**src/pkg/vcard_pkg.sv**
```systemverilog
package vcard_pkg;

	// command codes
	localparam logic [7:0] CMD_READ_ONE = 8'h20;
	localparam logic [7:0] CMD_WRITE_ONE = 8'h21;
	localparam logic [7:0] CMD_READ_MULTI = 8'h23;
	localparam logic [7:0] CMD_SELECT = 8'h25;

	// request flag bit positions
	localparam int FLAG_INVENTORY = 2;
	localparam int FLAG_EXTEND = 3;
	localparam int FLAG_SELECT = 4;
	localparam int FLAG_ADDRESS = 5;
	localparam int FLAG_OPTION = 6;

	// response flags and error codes
	localparam logic [7:0] RSP_OK = 8'h00;
	localparam logic [7:0] RSP_ERR = 8'h01;
	localparam logic [7:0] ERR_OPTION = 8'h03;
	localparam logic [7:0] ERR_OTHER = 8'h0f;
	localparam logic [7:0] ERR_ABSENT = 8'h10;
	localparam logic [7:0] ERR_LOCKED = 8'h12;
	localparam logic [7:0] ERR_PROG = 8'h13;
	localparam logic [7:0] ERR_RPROT = 8'h15;

	// frame check
	localparam logic [15:0] CRC_PRESET = 16'hffff;
	localparam logic [15:0] CRC_POLY = 16'h8408;
	localparam logic [15:0] CRC_GOOD = 16'hf0b8;

	// memory geometry
	localparam logic [15:0] LAST_BLOCK = 16'h01ff;
	localparam logic [8:0] SECTOR_LAST = 9'h01f;

	// request layout and lengths (crc included, uid excluded except in select)
	localparam int REQ_MAX = 18;
	localparam logic [4:0] POS_PLAIN = 5'h02;
	localparam logic [4:0] POS_UID = 5'h0a;
	localparam logic [4:0] UID_LEN = 5'h08;
	localparam logic [4:0] LEN_READ_ONE = 5'h06;
	localparam logic [4:0] LEN_WRITE_ONE = 5'h0a;
	localparam logic [4:0] LEN_READ_MULTI = 5'h07;
	localparam logic [4:0] LEN_SELECT = 5'h0c;

	// program cycle: nominal response delay plus 18 steps of 302 us
	localparam int CLK_PERIOD_NS = 10;
	localparam int NOMINAL_RESPONSE_DELAY_NS = 320900;
	localparam int PROG_STEP_NS = 302000;
	localparam int PROG_STEPS = 18;
	localparam int PROGRAM_CYCLE_TIME_NS =
		NOMINAL_RESPONSE_DELAY_NS + PROG_STEPS * PROG_STEP_NS;
	localparam int PROG_CYCLES = PROGRAM_CYCLE_TIME_NS / CLK_PERIOD_NS;

	typedef enum logic [1:0] {TAG_READY, TAG_SELECTED, TAG_QUIET} tag_e;

	typedef enum logic [3:0] {
		ST_IDLE, ST_RX, ST_CHECK, ST_EXEC, ST_FETCH, ST_LATCH,
		ST_GRAB, ST_SEND, ST_PROG
	} seq_e;

endpackage

```
**src/block_access_core.sv**
```systemverilog
// Summary of operation
// - read single block 20h returns the four data bytes of the block.
// - wide-address flag must be one; otherwise answer an error response.
// - option flag on reads inserts a security status byte before data.
// - status byte: bit0 lock, bits1-2 rw protect, bits3-4 password, rest 0.
// - single read errors: 0Fh other, 10h absent block, 15h read-protected block.
// - busy mode holds activity low from request start until response end.
// - write-in-progress mode leaves activity released for reads and select.
// - write single block 21h programs 32 data bits at 16-bit block number.
// - write response waits for program cycle; success is flags only.
// - write errors: 0Fh other, 10h absent, 12h locked, 13h program failed.
// - write-in-progress mode drives activity low during program cycle.
// - read multiple block 23h reads count plus one blocks from first block.
// - at most 32 blocks, one sector; crossing a sector returns an error.
// - block numbers 00h to 1FFh are accepted.
// - multi read sends per block optional status byte then 32 data bits.
// - multi read errors: 0Fh other, 10h absent, 15h read-protected.
// - select 25h with own uid enters or stays selected and responds.
// - select with foreign uid moves a selected tag to ready, no response.
// - select errors (03h option) only on uid match; state then unchanged.
// - a quiet tag receiving a matching select becomes selected.
// - activity output mode selectable between busy and write-in-progress.
//
`timescale 1ns/1ps
module block_access_core #(
	parameter int PROG_CYCLES = vcard_pkg::PROG_CYCLES
) (
	// clock and reset
	input wire logic sys_clk_i,
	input wire logic rstn_i,
	// request bytes from the frame decoder
	input wire logic sof_i,
	input wire logic [7:0] rx_byte_i,
	input wire logic rx_valid_i,
	input wire logic eof_i,
	// response bytes to the frame encoder
	output logic [7:0] tx_byte_o,
	output logic tx_valid_o,
	output logic tx_last_o,
	input wire logic tx_ready_i,
	// tag identity and configuration
	input wire logic [63:0] uid_i,
	input wire logic wip_mode_i,
	input wire logic go_quiet_i,
	output vcard_pkg::tag_e tag_state_o,
	// block memory
	output logic [8:0] mem_addr_o,
	output logic mem_rd_o,
	output logic mem_wr_o,
	output logic [31:0] mem_wdata_o,
	input wire logic [31:0] mem_rdata_i,
	input wire logic mem_ok_i,
	// sector security for the sector of mem_addr_o
	output logic [3:0] sector_o,
	input wire logic sec_lock_i,
	input wire logic [1:0] sec_rw_i,
	input wire logic [1:0] sec_pwd_i,
	input wire logic read_deny_i,
	input wire logic write_deny_i,
	// activity pin, open drain
	output logic act_o,
	output logic act_oe_o
);
	import vcard_pkg::*;

	typedef struct packed {
		seq_e st;
		tag_e tag;
		logic [REQ_MAX-1:0][7:0] rx;
		logic [4:0] len;
		logic [15:0] crc;
		logic [7:0] cmd;
		logic opt;
		logic [8:0] blk;
		logic [4:0] left;
		logic head;
		logic [19:0] timer;
		logic [5:0][7:0] q;
		logic [2:0] qn;
		logic busy;
		logic act_oe;
		logic [7:0] tx_byte;
		logic tx_valid;
		logic tx_last;
		logic mem_rd;
		logic mem_wr;
		logic [31:0] wdata;
	} core_s;

	core_s cur;
	core_s nx;

	function automatic logic [15:0] crc_step(input logic [15:0] c,
		input logic [7:0] b);
		logic [15:0] r;
		r = c ^ {8'h00, b};
		for (int i = 0; i < 8; i++)
		begin
			r = r[0] ? ((r >> 1) ^ CRC_POLY) : (r >> 1);
		end
		return r;
	endfunction

	function automatic logic [47:0] reply(input logic [7:0] flags,
		input logic [7:0] code);
		return {32'h0, code, flags};
	endfunction

	logic [7:0] f;
	logic [7:0] cmd;
	logic addr_mode;
	logic [4:0] p;
	logic [15:0] bn;
	logic [4:0] want;
	logic uid_ok;
	logic drop;
	logic [9:0] run_end;
	logic [7:0] sec;
	logic [47:0] qd;

	always_comb
	begin
		nx = cur;
		nx.mem_rd = 1'b0;
		nx.mem_wr = 1'b0;
		f = cur.rx[0];
		cmd = cur.rx[1];
		addr_mode = f[FLAG_ADDRESS];
		// uid sits right after the command code when addressed
		p = addr_mode ? POS_UID : POS_PLAIN;
		bn = {cur.rx[p + 5'h01], cur.rx[p]};
		uid_ok = (cur.rx[9:2] == uid_i);
		want = 5'h00;
		drop = 1'b0;
		// the run starts at the requested block, not at the last one served
		run_end = {5'h00, bn[4:0]} + {2'b00, cur.rx[p + 5'h02]};
		// reserved bits stay zero
		sec = {3'b000, sec_pwd_i, sec_rw_i, sec_lock_i};
		qd = {16'h0, mem_rdata_i};
		if (go_quiet_i)
		begin
			nx.tag = TAG_QUIET;
		end
		unique case (cur.st)
		ST_IDLE:
		begin
			if (sof_i)
			begin
				nx.st = ST_RX;
				nx.busy = 1'b1;
				nx.len = 5'h00;
				nx.crc = CRC_PRESET;
			end
		end
		ST_RX:
		begin
			if (rx_valid_i)
			begin
				nx.crc = crc_step(cur.crc, rx_byte_i);
				if (cur.len < 5'(REQ_MAX))
				begin
					nx.rx[cur.len] = rx_byte_i;
					nx.len = cur.len + 5'h01;
				end
				else
				begin
					// oversize frame: poison the length so it is dropped
					nx.len = 5'h1f;
				end
			end
			if (eof_i)
			begin
				nx.st = ST_CHECK;
			end
		end
		ST_CHECK:
		begin
			nx.cmd = cmd;
			nx.opt = f[FLAG_OPTION];
			nx.head = 1'b1;
			nx.left = 5'h00;
			nx.qn = 3'h2;
			nx.blk = bn[8:0];
			nx.wdata = {cur.rx[p + 5'h05], cur.rx[p + 5'h04],
				cur.rx[p + 5'h03], cur.rx[p + 5'h02]};
			unique case (cmd)
			CMD_READ_ONE: want = LEN_READ_ONE;
			CMD_WRITE_ONE: want = LEN_WRITE_ONE;
			CMD_READ_MULTI: want = LEN_READ_MULTI;
			CMD_SELECT: want = LEN_SELECT;
			default: drop = 1'b1;
			endcase
			if (addr_mode && cmd != CMD_SELECT)
			begin
				want = want + UID_LEN;
				drop = drop | !uid_ok;
			end
			if (cur.crc != CRC_GOOD)
			begin
				drop = 1'b1;
			end
			if (cur.len != want || f[FLAG_INVENTORY])
			begin
				drop = 1'b1;
			end
			if (f[FLAG_SELECT] && (addr_mode || cur.tag != TAG_SELECTED))
			begin
				drop = 1'b1;
			end
			nx.st = ST_SEND;
			if (drop)
			begin
				nx.st = ST_IDLE;
				nx.busy = 1'b0;
			end
			else if (cmd == CMD_SELECT)
			begin
				if (!uid_ok)
				begin
					// silent, and a selected tag falls back to ready
					if (cur.tag == TAG_SELECTED)
					begin
						nx.tag = TAG_READY;
					end
					nx.st = ST_IDLE;
					nx.busy = 1'b0;
				end
				else if (f[FLAG_OPTION])
				begin
					nx.q = reply(RSP_ERR, ERR_OPTION);
				end
				else
				begin
					nx.tag = TAG_SELECTED;
					nx.q = reply(RSP_OK, 8'h00);
					nx.qn = 3'h1;
				end
			end
			else if (!f[FLAG_EXTEND])
			begin
				nx.q = reply(RSP_ERR, ERR_OTHER);
			end
			else if (bn > LAST_BLOCK)
			begin
				nx.q = reply(RSP_ERR, ERR_ABSENT);
			end
			else if (cmd == CMD_READ_MULTI && run_end > {1'b0, SECTOR_LAST})
			begin
				nx.q = reply(RSP_ERR, ERR_OTHER);
			end
			else
			begin
				if (cmd == CMD_READ_MULTI)
				begin
					nx.left = cur.rx[p + 5'h02][4:0];
				end
				nx.st = ST_EXEC;
			end
		end
		ST_EXEC:
		begin
			// security inputs now reflect the sector of the block
			nx.st = ST_SEND;
			if (cur.cmd == CMD_WRITE_ONE)
			begin
				if (write_deny_i)
				begin
					nx.q = reply(RSP_ERR, ERR_LOCKED);
				end
				else
				begin
					nx.mem_wr = 1'b1;
					nx.timer = 20'(PROG_CYCLES);
					nx.st = ST_PROG;
				end
			end
			else if (read_deny_i)
			begin
				nx.q = reply(RSP_ERR, ERR_RPROT);
				nx.left = 5'h00;
			end
			else
			begin
				nx.st = ST_FETCH;
			end
		end
		ST_FETCH:
		begin
			nx.mem_rd = 1'b1;
			nx.st = ST_LATCH;
		end
		ST_LATCH:
		begin
			nx.st = ST_GRAB;
		end
		ST_GRAB:
		begin
			nx.qn = 3'h4;
			if (cur.opt)
			begin
				qd = {qd[39:0], sec};
				nx.qn = nx.qn + 3'h1;
			end
			if (cur.head)
			begin
				qd = {qd[39:0], RSP_OK};
				nx.qn = nx.qn + 3'h1;
			end
			nx.q = qd;
			nx.head = 1'b0;
			nx.st = ST_SEND;
		end
		ST_PROG:
		begin
			// answer only once the program and verify cycle is over
			if (cur.timer == 20'h0)
			begin
				nx.st = ST_SEND;
				nx.qn = mem_ok_i ? 3'h1 : 3'h2;
				nx.q = mem_ok_i ? reply(RSP_OK, 8'h00) :
					reply(RSP_ERR, ERR_PROG);
			end
			else
			begin
				nx.timer = cur.timer - 20'h1;
			end
		end
		ST_SEND:
		begin
			if (!cur.tx_valid || tx_ready_i)
			begin
				nx.tx_valid = 1'b0;
				nx.tx_last = 1'b0;
				if (cur.qn != 3'h0)
				begin
					nx.tx_byte = cur.q[0];
					nx.tx_valid = 1'b1;
					nx.tx_last = (cur.qn == 3'h1) && (cur.left == 5'h00);
					nx.q = cur.q >> 8;
					nx.qn = cur.qn - 3'h1;
				end
				else if (cur.left != 5'h00)
				begin
					// next block of the run, same sector by construction
					nx.blk = cur.blk + 9'h001;
					nx.left = cur.left - 5'h01;
					nx.st = ST_FETCH;
				end
				else
				begin
					nx.st = ST_IDLE;
					nx.busy = 1'b0;
				end
			end
		end
		default:
		begin
			nx.st = ST_IDLE;
			nx.busy = 1'b0;
		end
		endcase
		// wip mode pulls low only across the program cycle
		nx.act_oe = wip_mode_i ? (nx.st == ST_PROG) : nx.busy;
	end

	always_ff @(posedge sys_clk_i)
	begin
		if (!rstn_i)
		begin
			cur <= '0;
			cur.st <= ST_IDLE;
			cur.tag <= TAG_READY;
		end
		else
		begin
			cur <= nx;
		end
	end

	assign tx_byte_o = cur.tx_byte;
	assign tx_valid_o = cur.tx_valid;
	assign tx_last_o = cur.tx_last;
	assign tag_state_o = cur.tag;
	assign mem_addr_o = cur.blk;
	assign mem_rd_o = cur.mem_rd;
	assign mem_wr_o = cur.mem_wr;
	assign mem_wdata_o = cur.wdata;
	assign sector_o = cur.blk[8:5];
	// open drain: only ever pulls low
	assign act_o = 1'b0;
	assign act_oe_o = cur.act_oe;

endmodule

```
**config.mk**
```make
export PLATFORM = sky130hd
export DESIGN_NAME = block_access_core
export DESIGN_NICKNAME = d
export VERILOG_FILES = /design/src/pkg/vcard_pkg.sv /design/src/block_access_core.sv
export SDC_FILE = /design/constraint.sdc
export NUM_CORES = 1
export LEC_CHECK = 0
export BUFFER_PORTS_ARGS = -buffer_cell sky130_fd_sc_hd__buf_4
export CAP_MARGIN = 10
export CORE_MARGIN = 8
export CORE_UTILIZATION = 45
export DETAILED_ROUTE_END_ITERATION = 10
export GPL_TIMING_DRIVEN = 0
export SLEW_MARGIN = 10
export SYNTH_ARGS = -nofsm -noshare
export SYNTH_HDL_FRONTEND = slang
export SYNTH_SLANG_ARGS = --single-unit
```
**constraint.sdc**
```tcl
create_clock -name sys_clk_i -period 5.1 [get_ports sys_clk_i]
set_input_delay 1.02 -clock sys_clk_i [delete_from_list [all_inputs] [get_ports sys_clk_i]]
set_output_delay 1.02 -clock sys_clk_i [all_outputs]
set_load 0.01 [all_outputs]
```
==> impl_metrics.env <==
export IMPL_busiest_layer="met2"
export IMPL_grt_pass1_vias=12600
export IMPL_drt_iter0_drc=1030
export IMPL_setup_viol_count_final=0
export IMPL_rsz0062_at_grt="no"
export IMPL_die_area_um2=38100
export IMPL_synth_edf_count=0
export IMPL_clock_root_buffer="clkbuf_16"
export IMPL_synth_mux_area_share_pct=12.3
export IMPL_via_count=13000
export IMPL_synth_xor_area_share_pct=6.54
export IMPL_slew_headroom_pct=16.1
export IMPL_outcome="completed"
export IMPL_path_max_fanout=10
export IMPL_numCtsBuffers=34
export IMPL_antennaDiodeCount=0
export IMPL_syn_num_nets=1808
export IMPL_route_detailed_drc=0
export IMPL_finalInstanceArea_um2=17400
export IMPL_ant_nets=0
export IMPL_tightest_slew_ns=1.25
export IMPL_finalCriticalPeriod_ns=4.81
export IMPL_fin_util_pct=54.9
export IMPL_dr_pass1_iters=7
export IMPL_timing_fmax_mhz=208
export IMPL_via_per_inst=5.66
export IMPL_gp_congestion=0.865
export IMPL_cts_tree="yes"
export IMPL_gr_usage_met1_pct=33.4
export IMPL_path_clk_slew_ns=0.06
export IMPL_portBuffers=171
export IMPL_synth_flop_cell="dfxtp_1"
export IMPL_worstHoldStart="cur[282]"
export IMPL_totalWireLength_mm=47.6
export IMPL_dp_hpwl_mm=35.3
export IMPL_antenna_found_initial=0
export IMPL_synth_top_family_by_area="simple AND/OR/NAND/NOR gates"
export IMPL_synth_avg_cell_area_um2=8.66
export IMPL_grt_use_met2_pct=37.3
export IMPL_wire_per_inst_um=20.7
export IMPL_pre_cts_slack_ns=0.0787
export IMPL_drive_above_1_share_pct=16.9
export IMPL_yosysTopAreaCell="dfxtp_1"
export IMPL_ys_warn_count=0
export IMPL_clkLatencyLatePin_ns=0.52
export IMPL_synthSimpleGateAreaFrac_pct=17.6
export IMPL_cap_violations=0
export IMPL_leakage_uw=0.00737
export IMPL_grt_max_degree=14
export IMPL_ys_ff_latch=293
export IMPL_tns_ns=0
export IMPL_fin_skew_ns=0.0221
export IMPL_netlist_instances=1670
export IMPL_start_util_pct=45.7
export IMPL_track_usage_pct=24.1
export IMPL_crit_start="f[5]"
export IMPL_period_share_pct=94.3
export IMPL_total_power_uw=5320
export IMPL_grt_pass1_wl_mm=73.4
export IMPL_endpoint_kind="flop"
export IMPL_startpoint_type="flop"
export IMPL_slew_violations=0
export IMPL_ys_seq_area_share_pct=40.6
export IMPL_crit_reg2reg_launch="f[5]"
export IMPL_layout_nets=2015
export IMPL_synth_fa_ha_area_share_pct=1.61
export IMPL_pin_count=181
export IMPL_yosys_top_cells_area="dfxtp_1, mux2i_1, nor2_1"
export IMPL_ir_drop_mv=0.170
export IMPL_synth_area_um2=14500
export IMPL_synth_top_area_share_pct=40.6
export IMPL_crit_arrival_ns=5.25
export IMPL_placed_area_um2=16300
export IMPL_dieWidth_um=195
export IMPL_die_h_um=195
export IMPL_finalHoldViolations=0
export IMPL_critPathRequiredTime_ns=5.54
export IMPL_coreArea_um2=31600
export IMPL_hp_class="reg2reg"
export IMPL_rows=65
export IMPL_met3_usage_pct=4.26
export IMPL_async_flop_share_pct=0
export IMPL_syn2layout_area_growth_pct=20.0
export IMPL_synth_cell_types=71
export IMPL_htree_levels=2
export IMPL_overflow=0
export IMPL_critPathKind="reg2reg"
export IMPL_fin_ws_ns=0.290
export IMPL_p_per_area_nw_per_um2=307
export IMPL_synth_compound_area_share_pct=15.0
export IMPL_cts_sinks=293
export IMPL_ctsLongestPathBuffers=3
-- power breakdown --
part	switching [uW]	leakage [uW]	internal, uW
sequential	39.1	0.00237	2340
combinational	300	0.00446	218
clock	996	0.000543	1430
total	1330	0.00737	3990
-- critical path, stage by stage (launching register included) --
cell and delay, ns:
dfxtp_1 0.44, clkbuf_1 0.68, clkbuf_2 0.49, mux2i_1 0.24
inv_1 0.10, ha_1 0.18, inv_1 0.06, fa_1 0.36
and4b_1 0.21, a31oi_1 0.16, a311oi_1 0.09, o211ai_1 0.37
o211ai_1 0.17, a21oi_2 0.38, clkbuf_1 0.50, o21ai_0 0.14
nor2_1 0.11
-- repair_timing --
item,CTS,global route
endpoints found under the setup margin,0,48
hold buffers,0,0
gates resized for setup,0,3
buffers inserted,0,0
-- metrics by stage --
stage	cells	hold WS (ns)
2_1_floorplan	1670	0.432
3_3_place_gp	2243	0.440
3_5_place_dp	2243	0.447
4_1_cts	2302	0.455
5_1_grt	2302	0.467
6_report	2302	0.456
-- layout by cell type, fill, tap and decap left out, drive strengths merged, types with 24 or more instances in the layout --
cell type and count:
dfxtp 293, nor2 267, buf 244, mux2i 153
clkbuf 143, nand2 113, a21oi 90, xor2 84
a211oi 74, o21ai 57, nand3 49, nor4 26
xnor2 24
-- per-layer routing --
metal | routed length (um) | share of wire, %
met1 | 21800 | 46
met2 | 20800 | 44
met3 | 3620 | 7.6
met4 | 1390 | 2.9
met5 | 0 | 0
-- logic make-up (layout without fill, tap and decap cells) --
kind of cell    Yosys count  in the layout
fa+ha+maj                18             18
buf+inv                 188            418
flops                   293            293
mux                     175            175
simple gates            558            558
compound gates          329            329
other cells               1              1
xor+xnor                108            108
-- state kept, by name, indices dropped and copies added, names as in the netlist --
name         count
act_oe_o         1
cmd              8
cur            224
f                5
mem_addr_o       9
mem_rd_o         1
mem_wdata_o     32
mem_wr_o         1
tag_state_o      2
tx_byte_o        8
tx_last_o        1
tx_valid_o       1
-- final timing paths --
path	depth (start not counted)	endpoint	slack, ns
max	16	cur[49]	0.29
min	2	cur[282]	0.46
max reg2reg	16	cur[49]	0.29
min reg2reg	2	cur[282]	0.46
-- synthesized netlist by cell type (8+ instances only) --
| cell type | number |
|---|---|
| dfxtp_1 | 293 |
| nor2_1 | 267 |
| mux2i_1 | 153 |
| nand2_1 | 112 |
| clkbuf_1 | 94 |
| a21oi_1 | 89 |
| xor2_1 | 84 |
| a211oi_1 | 74 |
| buf_4 | 56 |
| o21ai_0 | 56 |
| nand3_1 | 49 |
| nor4_1 | 25 |
| xnor2_1 | 24 |
| a22oi_1 | 22 |
| mux2_2 | 22 |
| inv_1 | 19 |
| nor3_1 | 18 |
| ha_1 | 17 |
| nor2b_1 | 15 |
| and3_1 | 12 |
| buf_1 | 12 |
| o22ai_1 | 12 |
| a222oi_1 | 10 |
| nand4_1 | 10 |
| a31oi_1 | 9 |
| nand2b_1 | 9 |
| a22o_1 | 8 |
-- cell type report --
type / count / area [um^2]
Buffer: 167 / 845
Clock buffer: 49 / 1010
Clock inverter: 10 / 85.1
Fill cell: 3026 / 14300
Inverter: 21 / 78.8
Multi-Input combinational cell: 1189 / 7690
Sequential cell: 293 / 5870
Tap cell: 402 / 503
Timing Repair Buffer: 171 / 1280
Note: power is estimated with default switching activity, not from simulation.
